### config.mk
export PLATFORM = sky130hd
export DESIGN_NAME = sar_adc_control
export DESIGN_NICKNAME = d
export VERILOG_FILES = /design/src/sar_adc_pkg.sv /design/src/sar_adc_control.sv
export VERILOG_INCLUDE_DIRS = /design/src
export SDC_FILE = /design/constraint.sdc
export NUM_CORES = 1
export LEC_CHECK = 0
export ABC_AREA = 1
export BUFFER_PORTS_ARGS = -buffer_cell sky130_fd_sc_hd__buf_2
export CORE_MARGIN = 1.5
export CORE_UTILIZATION = 51
export CTS_CLUSTER_SIZE = 40
export DETAILED_ROUTE_END_ITERATION = 12
export GPL_ROUTABILITY_DRIVEN = 0
export PLACE_DENSITY = 0.88
export SLEW_MARGIN = 20
export SYNTH_ARGS = -nofsm -noshare
export SYNTH_HDL_FRONTEND = slang
export SYNTH_SLANG_ARGS = --single-unit
### constraint.sdc
create_clock -name clk_i -period 2.31 [get_ports clk_i]
set_input_delay 0.1155 -clock clk_i [delete_from_list [all_inputs] [get_ports clk_i]]
set_output_delay 0.1155 -clock clk_i [all_outputs]
set_load 0.005 [all_outputs]
### src/adc_ctrl_map.svh
`ifndef ADC_CTRL_MAP_SVH
`define ADC_CTRL_MAP_SVH

// register indexes; byte address is four times the index
`define IDX_MODE      8'hB1
`define IDX_RES_HI    8'hB2
`define IDX_CLK_RES   8'hB3
`define IDX_IRQ       8'hB4
`define IDX_MSB       9
`define IDX_LSB       2

`define MODE_RESET    8'h00
`define CLKRES_RESET  3'h0
`define IRQ_RESET     2'h0
`define CLKRES_MSB    6
`define CLKRES_LSB    4
`define IRQ_MSB       1

// converter clock dividers per select code
`define DIV_CODE_00   5'h10
`define DIV_CODE_01   5'h08
`define DIV_CODE_10   5'h01
`define DIV_CODE_11   5'h02
`define QUARTER_LAST  2'h3
`define QUARTERS      11'h004

// conversion slots of (converter clock / 4)
`define LAST_SLOT_12  4'hF
`define LAST_SLOT_8   4'hB
`define FIRST_DECIDE  4'h4
`define PRE_DECIDE    4'h3
`define BIT_BASE      4'hF
`define SLOTS_12      11'h010
`define SLOTS_8       11'h00C

`endif

### src/sar_adc_pkg.sv
`default_nettype none
package sar_adc_pkg;
  typedef struct packed {
    logic       en;
    logic       start;
    logic       eoc;
    logic       gce;
    logic       extref;
    logic [2:0] sel;
  } mode_t;

  typedef struct packed {
    logic cks1;
    logic res12;
    logic cks0;
  } clkres_t;

  typedef struct packed {
    logic ien;
    logic flag;
  } irq_ctl_t;

  typedef struct packed {
    logic       write;
    logic [7:0] idx;
  } bus_req_t;

  typedef enum logic {ST_IDLE, ST_RUN} conv_state_t;
endpackage
`default_nettype wire

### src/sar_adc_control.sv
// Design decision made here: the AHB-Lite register port.
`timescale 1ns/10ps
`default_nettype none
`include "adc_ctrl_map.svh"

// Notes on behaviour
// RQ1 - enable bit powers the converter
// RQ2 - start bit begins; hardware clears it when done
// RQ3 - writing start zero aborts conversion
// RQ4 - conversion needs enable and start both set
// RQ5 - end flag low while busy, set at end
// RQ6 - completion sets end flag, irq flag, result
// RQ7 - enabled irq flag raises interrupt request
// RQ8 - software clears the irq flag itself
// RQ9 - channel enable connects selected input, else none
// RQ10 - three-bit select picks input zero to seven
// RQ11 - reference bit picks supply or external pin
// RQ12 - clock select divides by 16,8,1,2
// RQ13 - resolution bit picks 8 or 12 bits
// RQ14 - result split: high byte, low nibble
// RQ15 - 8-bit result sits in high byte
// RQ16 - result registers read-only, unset after reset
// RQ17 - straight binary code of 4096 steps
// RQ18 - software configures everything before start
// RQ19 - software disables converter before power saving
// RQ20 - conversion lasts 16 or 12 quarter-clock periods
// RQ21 - software waits warm-up before first start
// RQ22 - both result parts update together
module sar_adc_control (
  input  wire logic                       clk_i,               // 10 MHz clock
  input  wire logic                       reset_n_i,           // async reset
  input  wire logic                       hsel_i,              // slave select
  input  wire logic [31:0]                haddr_i,             // byte address
  input  wire logic [1:0]                 htrans_i,            // transfer type
  input  wire logic                       hwrite_i,            // write access
  input  wire logic [2:0]                 hsize_i,             // word only
  input  wire logic [31:0]                hwdata_i,            // write data
  input  wire logic                       hready_i,            // bus ready
  output logic      [31:0]                hrdata_o,            // read data
  output logic                            hreadyout_o,         // slave ready
  output logic                            hresp_o,             // always okay
  input  wire logic                       cmp_i,               // input >= dac code
  output logic                            converter_power_o,   // analog power
  output logic      [7:0]                 channel_connect_o,   // one-hot switch
  output logic                            ext_reference_o,     // external ref
  output logic                            sample_o,            // sampling phase
  output logic      [11:0]                dac_code_o,          // sar trial code
  output logic                            irq_req_o            // interrupt request
);
  import sar_adc_pkg::*;

  mode_t       mode_r;
  clkres_t     clkres_r;
  irq_ctl_t    irq_r;
  conv_state_t state_r;
  bus_req_t    dp_req_r;
  logic        dp_valid_r;
  logic        rd_wait_r;
  logic [7:0]  res_hi_r;
  logic [3:0]  res_lo_r;
  logic [11:0] sar_r;
  logic [11:0] sar_nxt;
  logic [4:0]  ck_cnt_r;
  logic [4:0]  div_sel;
  logic [1:0]  quarter_r;
  logic [3:0]  slot_r;
  logic [3:0]  last_slot;
  logic [3:0]  bit_idx;
  logic [10:0] run_cnt_r;
  logic [7:0]  rd_mux;
  logic        accept;
  logic        wr_mode;
  logic        wr_clk;
  logic        wr_irq;
  logic        ck_tick;
  logic        slot_tick;
  logic        done;
  logic        begin_conv;
  logic        abort;

  // bus slave: reads take one wait state so they see the latest write
  assign accept      = hsel_i && htrans_i[1] && hready_i;
  assign hreadyout_o = !(dp_valid_r && !dp_req_r.write && !rd_wait_r);
  assign hresp_o     = 1'b0;
  assign wr_mode     = dp_valid_r && dp_req_r.write && dp_req_r.idx == `IDX_MODE;
  assign wr_clk      = dp_valid_r && dp_req_r.write && dp_req_r.idx == `IDX_CLK_RES;
  assign wr_irq      = dp_valid_r && dp_req_r.write && dp_req_r.idx == `IDX_IRQ;

  always_ff @(posedge clk_i or negedge reset_n_i) begin
    if (!reset_n_i) begin
      dp_valid_r <= 1'b0;
      dp_req_r   <= '0;
    end else if (hreadyout_o) begin
      dp_valid_r <= accept;
      dp_req_r   <= '{write: hwrite_i, idx: haddr_i[`IDX_MSB:`IDX_LSB]};
    end
  end

  always_comb begin
    rd_mux = 8'h00;
    case (dp_req_r.idx)
      `IDX_MODE:    rd_mux = mode_r;
      `IDX_RES_HI:  rd_mux = res_hi_r; // RQ16
      `IDX_CLK_RES: rd_mux = {1'b0, clkres_r, res_lo_r};
      `IDX_IRQ:     rd_mux = {6'h00, irq_r};
      default:      rd_mux = 8'h00;
    endcase
  end

  always_ff @(posedge clk_i or negedge reset_n_i) begin
    if (!reset_n_i) begin
      rd_wait_r <= 1'b0;
      hrdata_o  <= 32'h0000_0000;
    end else begin
      rd_wait_r <= !hreadyout_o;
      if (!hreadyout_o) begin
        hrdata_o <= {24'h000000, rd_mux};
      end
    end
  end

  // control and status
  assign begin_conv = state_r == ST_IDLE && mode_r.en && mode_r.start; // RQ4
  assign abort      = state_r == ST_RUN && (!mode_r.en || !mode_r.start); // RQ3 RQ1

  always_ff @(posedge clk_i or negedge reset_n_i) begin
    if (!reset_n_i) begin
      mode_r <= mode_t'(`MODE_RESET);
    end else begin
      if (wr_mode) begin
        mode_r <= mode_t'(hwdata_i[7:0]);
      end else if (done) begin
        mode_r.start <= 1'b0; // RQ2
      end
      if (done) begin
        mode_r.eoc <= 1'b1; // RQ5 RQ6
      end else if (begin_conv) begin
        mode_r.eoc <= 1'b0; // RQ5
      end
    end
  end

  always_ff @(posedge clk_i or negedge reset_n_i) begin
    if (!reset_n_i) begin
      clkres_r <= clkres_t'(`CLKRES_RESET);
    end else if (wr_clk) begin
      clkres_r <= clkres_t'(hwdata_i[`CLKRES_MSB:`CLKRES_LSB]);
    end
  end

  // interrupt flag: hardware set wins over a software clear
  always_ff @(posedge clk_i or negedge reset_n_i) begin
    if (!reset_n_i) begin
      irq_r <= irq_ctl_t'(`IRQ_RESET);
    end else begin
      if (wr_irq) begin
        irq_r <= irq_ctl_t'(hwdata_i[`IRQ_MSB:0]); // RQ8
      end
      if (done) begin
        irq_r.flag <= 1'b1; // RQ6
      end
    end
  end

  assign irq_req_o = irq_r.flag && irq_r.ien; // RQ7

  // converter clock and slot timing
  always_comb begin
    case ({clkres_r.cks1, clkres_r.cks0}) // RQ12
      2'b00:   div_sel = `DIV_CODE_00;
      2'b01:   div_sel = `DIV_CODE_01;
      2'b10:   div_sel = `DIV_CODE_10;
      default: div_sel = `DIV_CODE_11;
    endcase
  end

  assign last_slot = clkres_r.res12 ? `LAST_SLOT_12 : `LAST_SLOT_8; // RQ13 RQ20
  assign ck_tick   = state_r == ST_RUN && ck_cnt_r == div_sel - 5'h01;
  assign slot_tick = ck_tick && quarter_r == `QUARTER_LAST;
  assign done      = state_r == ST_RUN && slot_tick && slot_r == last_slot
                     && mode_r.en && mode_r.start; // RQ20

  always_ff @(posedge clk_i or negedge reset_n_i) begin
    if (!reset_n_i) begin
      state_r <= ST_IDLE;
    end else begin
      case (state_r)
        ST_IDLE: begin
          if (begin_conv) begin
            state_r <= ST_RUN;
          end
        end
        ST_RUN: begin
          if (abort || done) begin
            state_r <= ST_IDLE;
          end
        end
        default: state_r <= ST_IDLE;
      endcase
    end
  end

  always_ff @(posedge clk_i or negedge reset_n_i) begin
    if (!reset_n_i) begin
      ck_cnt_r  <= 5'h00;
      quarter_r <= 2'h0;
      slot_r    <= 4'h0;
      run_cnt_r <= 11'h000;
    end else if (state_r != ST_RUN) begin
      ck_cnt_r  <= 5'h00;
      quarter_r <= 2'h0;
      slot_r    <= 4'h0;
      run_cnt_r <= 11'h000;
    end else begin
      run_cnt_r <= run_cnt_r + 11'h001;
      ck_cnt_r  <= ck_tick ? 5'h00 : ck_cnt_r + 5'h01;
      if (ck_tick) begin
        quarter_r <= quarter_r + 2'h1;
      end
      if (slot_tick) begin
        slot_r <= slot_r + 4'h1;
      end
    end
  end

  // successive approximation, msb first, straight binary code
  assign bit_idx = `BIT_BASE - slot_r;

  always_comb begin
    sar_nxt = sar_r;
    if (slot_r == `PRE_DECIDE) begin
      sar_nxt[11] = 1'b1;
    end else if (slot_r >= `FIRST_DECIDE) begin
      sar_nxt[bit_idx] = cmp_i; // RQ17
      if (slot_r != last_slot) begin
        sar_nxt[bit_idx - 4'h1] = 1'b1;
      end
    end
  end

  always_ff @(posedge clk_i or negedge reset_n_i) begin
    if (!reset_n_i) begin
      sar_r <= 12'h000;
    end else if (begin_conv) begin
      sar_r <= 12'h000;
    end else if (slot_tick) begin
      sar_r <= sar_nxt;
    end
  end

  // result has no reset; both parts load on the same edge as the end flag
  always_ff @(posedge clk_i) begin
    if (done) begin
      res_hi_r <= sar_nxt[11:4]; // RQ14 RQ15 RQ22
      res_lo_r <= sar_nxt[3:0]; // RQ14 RQ22
    end
  end

  // analog side controls
  assign converter_power_o = mode_r.en; // RQ1
  assign ext_reference_o   = mode_r.extref; // RQ11
  assign sample_o          = state_r == ST_RUN && slot_r < `FIRST_DECIDE;
  assign dac_code_o        = sar_r;

  genvar ch;
  generate
    for (ch = 0; ch < 8; ch++) begin : g_chan
      always_ff @(posedge clk_i or negedge reset_n_i) begin
        if (!reset_n_i) begin
          channel_connect_o[ch] <= 1'b0;
        end else begin
          channel_connect_o[ch] <= mode_r.gce && mode_r.sel == 3'(ch); // RQ9 RQ10
        end
      end
    end
  endgenerate

  // checks; result_loaded_r keeps the unset result out of the stability check
  logic [10:0] expect_len;
  logic        result_loaded_r;
  assign expect_len = {6'h00, div_sel} * `QUARTERS
                      * (clkres_r.res12 ? `SLOTS_12 : `SLOTS_8);
  always_ff @(posedge clk_i or negedge reset_n_i) begin
    if (!reset_n_i) begin
      result_loaded_r <= 1'b0;
    end else if (done) begin
      result_loaded_r <= 1'b1;
    end
  end

  chk_run_needs_en: assert property (@(posedge clk_i) disable iff (!reset_n_i) // RQ4
    state_r == ST_IDLE && !(mode_r.en && mode_r.start) |=> state_r == ST_IDLE)
    else $error("conversion began without enable and start");
  chk_eoc_low_busy: assert property (@(posedge clk_i) disable iff (!reset_n_i) // RQ5
    $past(state_r) == ST_RUN && state_r == ST_RUN && !$past(wr_mode) |-> !mode_r.eoc)
    else $error("end flag high during conversion");
  chk_done_flags: assert property (@(posedge clk_i) disable iff (!reset_n_i) // RQ6
    done && !wr_mode |=> mode_r.eoc && !mode_r.start && irq_r.flag && state_r == ST_IDLE)
    else $error("completion did not set flags");
  chk_conv_length: assert property (@(posedge clk_i) disable iff (!reset_n_i) // RQ20
    done |-> run_cnt_r == expect_len - 11'h001)
    else $error("conversion length wrong");
  chk_irq_raise: assert property (@(posedge clk_i) disable iff (!reset_n_i) // RQ7
    done && irq_r.ien && !wr_irq ##1 !wr_irq |-> irq_req_o ##1 irq_req_o)
    else $error("interrupt request not raised");
  chk_stop_abort: assert property (@(posedge clk_i) disable iff (!reset_n_i) // RQ3
    state_r == ST_RUN && wr_mode && !hwdata_i[6] |=> ##1 state_r == ST_IDLE)
    else $error("start clear did not stop conversion");
  chk_result_pair: assert property (@(posedge clk_i) disable iff (!reset_n_i) // RQ22
    done |=> res_hi_r == $past(sar_nxt[11:4]) && res_lo_r == $past(sar_nxt[3:0]))
    else $error("result parts not loaded together");
  chk_result_ro: assert property (@(posedge clk_i) disable iff (!reset_n_i) // RQ16
    result_loaded_r && !done |=> $stable(res_hi_r) && $stable(res_lo_r))
    else $error("result changed without completion");
  chk_channel_map: assert property (@(posedge clk_i) disable iff (!reset_n_i) // RQ9
    ##1 channel_connect_o == ($past(mode_r.gce) ? 8'h01 << $past(mode_r.sel) : 8'h00))
    else $error("channel switch does not follow select");

  cov_done_12: cover property (@(posedge clk_i) disable iff (!reset_n_i)
    done && clkres_r.res12);
  cov_done_8: cover property (@(posedge clk_i) disable iff (!reset_n_i)
    done && !clkres_r.res12);
  cov_abort: cover property (@(posedge clk_i) disable iff (!reset_n_i)
    abort);
  cov_irq: cover property (@(posedge clk_i) disable iff (!reset_n_i)
    $rose(irq_req_o));
endmodule
`default_nettype wire

==> flow_metrics.env <==
export IMPL_die_w_um=91.8
export IMPL_ys_warn_count=0
export IMPL_seq_area_frac_synth=0.488
export IMPL_cts_buffer_depth=2
export IMPL_start_util=0.523
export IMPL_final_core_util=0.602
export IMPL_grt_pass1_vias=3203
export IMPL_drive_above_1_share=0.229
export IMPL_fin_crit_sh=0.824
export IMPL_cts_htree_levels=3
export IMPL_maxSlewHeadroom=0.540
export IMPL_setup_worst_path_end_class="flip-flop"
export IMPL_design_area_um2=4620
export IMPL_drc_errors=0
export IMPL_dp_cells=611
export IMPL_synth_area_leaders="dfrtp_1 40%, nand2_1 13%, edfxtp_1 9.0%"
export IMPL_async_flop_share=0.842
export IMPL_period_minus_slack_ps=1900
export IMPL_arrival_ps=1960
export IMPL_routed_wl_um=8200
export IMPL_final_hold_viol_count=0
export IMPL_wl_per_cell_um=12.7
export IMPL_core_area_um2=7690
export IMPL_instances_no_fill=643
export IMPL_place_hpwl_um=6060
export IMPL_hold_path_class="input pin to flip-flop"
export IMPL_cts_tree="yes"
export IMPL_io_pins=133
export IMPL_rows=32
export IMPL_drt_iter0_markers=187
export IMPL_cp_max_fo=12
export IMPL_grt_pass1_wl_um=14200
export IMPL_crit_chain="ha_1 > nand3_2 > nand2_2 > nand2_4 > nor3_2 > buf_4"
export IMPL_syn_area_um2=4020
export IMPL_die_area_um2=8430
export IMPL_final_max_slew_viol_count=0
export IMPL_synth_common_cells="138 x nand2_1, 64 x dfrtp_1, 45 x inv_1"
export IMPL_syn_inst=460
export IMPL_synth_edf_count=12
export IMPL_grt_max_degree=37
export IMPL_cts_made_buffers=9
export IMPL_maxCapViolCount=0
export IMPL_n_antenna_cell=0
export IMPL_dieHeight_um=91.8
export IMPL_port_buffers=55
export IMPL_hold_ws_ps=29.5
export IMPL_antenna_found_initial=0
export IMPL_yosysTopAreaCellShare=0.398
export IMPL_cts_repair_resize_count=0
export IMPL_post_dp_cell_area_um2=4300
export IMPL_root_buffer="clkbuf_8"
export IMPL_crit_buf_inv=1
export IMPL_vias=3207
export IMPL_synth_seq_cells=76
export IMPL_peakVddDrop_uv=308
export IMPL_worst_slew_pin_slew_ps=690
export IMPL_cts_sinks=76
export IMPL_synth_top_area_cell="dfrtp_1"
export IMPL_areaGrowthSynthToFinish_pct=14.9
export IMPL_leakage_nw=2.46
export IMPL_cp_top_family="simple AND/OR/NAND/NOR gates"
export IMPL_nNetsFinal=619
export IMPL_grt_setup_unrepaired="no"
export IMPL_insertion_delay_ps=350
export IMPL_clkTransAtPathRegs_ps=70
export IMPL_syn_avg_cell_area_um2=8.75
export IMPL_drt_first_pass_iters=6
export IMPL_synth_main_ff_cell="dfrtp_1"
export IMPL_grt_usage=0.214
export IMPL_post_cts_buffers=0
export IMPL_crit_required_ps=2370
export IMPL_vias_per_cell=4.99
export IMPL_path_class="flip-flop to flip-flop"
export IMPL_grt_overflow_total=0
export IMPL_fin_tns_setup_ps=0
export IMPL_finClkSkew_ps=8.81
export IMPL_power_density_nw_per_um2=656
export IMPL_slowest_delay_ps=460
export IMPL_antenna_left=0
export IMPL_fmax_mhz=526
export IMPL_cp_start_kind="flip-flop"
export IMPL_post_synth_top_count_cell="nand2_1"
export IMPL_crit_path_top_delay_cell="dfrtp_1"
export IMPL_status="complete, no violations"
export IMPL_setup_violations=0
export IMPL_synth_distinct_cells=39
[cell families after synthesis]
kind of cell             count (synthesis)  synth area share
AO/OA/AOI/OAI                           53            0.0830
other                                    1          0.000932
multiplexers                             1           0.00249
buffers and inverters                   86             0.115
flip-flops                              76             0.488
AND/OR/NAND/NOR                        232             0.280
adder cells (fa/ha/maj)                  8            0.0249
XOR/XNOR                                 3           0.00653
[flip-flops by register name, indices dropped and copies added (netlist names), 2 cells and up]
signal,cells
clkres_r,3
slot_r,4
channel_connect_o,8
dac_code_o,12
hrdata_o,8
res_lo_r,4
mode_r,6
quarter_r,2
ck_cnt_r,5
irq_r,2
res_hi_r,8
dp_req_r,9
[repair_timing]
| item | CTS | global route |
|---|---|---|
| setup endpoints to repair | 0 | 0 |
| hold endpoints to repair | 42 | 0 |
| hold buffers | 16 | 0 |
[through the flow]
step / total power, mW / worst slack, ps
2_1_floorplan: 2.04 / 321
3_3_place_gp: 2.14 / 471
3_5_place_dp: 2.17 / 415
4_1_cts: 3.05 / 398
5_1_grt: 3.23 / 298
6_report: 3.03 / 407
[placed cells by master, fill, tap and decap left out, types with 3 or more instances in the layout]
master / instances
clkinv_2: 5
o21ai_1: 8
nand3_1: 38
nand4_1: 6
edfxtp_1: 12
o21ai_0: 20
nand2_4: 4
nor2_4: 3
a21oi_1: 6
nand2_1: 138
conb_1: 25
nor3_4: 3
ha_1: 8
buf_2: 55
inv_2: 4
clkbuf_8: 9
nand3_2: 3
dlygate4sd3_1: 16
inv_1: 45
nand2_2: 10
buf_4: 3
nor2_1: 20
o21ai_2: 14
dfrtp_1: 64
[report_power, final]
part,internal (mW),total [mW],switching (mW),leakage (nW)
logic,0.209,0.601,0.392,1.43
clock network,0.388,0.867,0.479,0.0868
registers,1.46,1.57,0.107,0.939
total,2.06,3.03,0.978,2.46
[path summary, 6_finish.rpt]
check	from	cells past startpoint	endpoint	slack, ps
min in group asynchronous	reset_n_i	2	irq_r[0]$_DFFE_PN0P_	330
min	hwdata_i[1]	3	mode_r[1]$_DFFE_PN0P_	30
max in group asynchronous	reset_n_i	3	clkres_r[1]$_DFFE_PN0P_	1350
max reg2reg	slot_r[1]$_DFFE_PN0P_	6	res_hi_r[5]$_DFFE_PP_	410
min reg2reg	hrdata_o[1]$_DFFE_PN0P_	2	hrdata_o[1]$_DFFE_PN0P_	480
max	slot_r[1]$_DFFE_PN0P_	6	res_hi_r[5]$_DFFE_PP_	410
[metal layers]
layer	up-vias	track usage	wire, µm
li1	1567	-	-
met5	-	0	0
met2	135	0.364	4100
met4	0	0.0859	193
met3	20	0.0522	512
met1	1485	0.263	3390
[area by class of cell]
type / count / area (µm²)
clock inverter: 6 / 37.5
multi-input combinational: 322 / 1690
inverter: 52 / 203
sequential: 76 / 1960
tap: 102 / 128
clock buffer: 10 / 128
fill: 675 / 3060
timing repair buffer: 75 / 478
[worst register-to-register path, delay by kind of cell, from the launching register on]
| family | cells | cell delay, ps |
|---|---|---|
| and+or+nand+nor | 4 | 530 |
| DFF | 1 | 460 |
| buffers and inverters | 1 | 210 |
| adders and majority gates | 1 | 400 |
(Power assumes the default switching activity.)
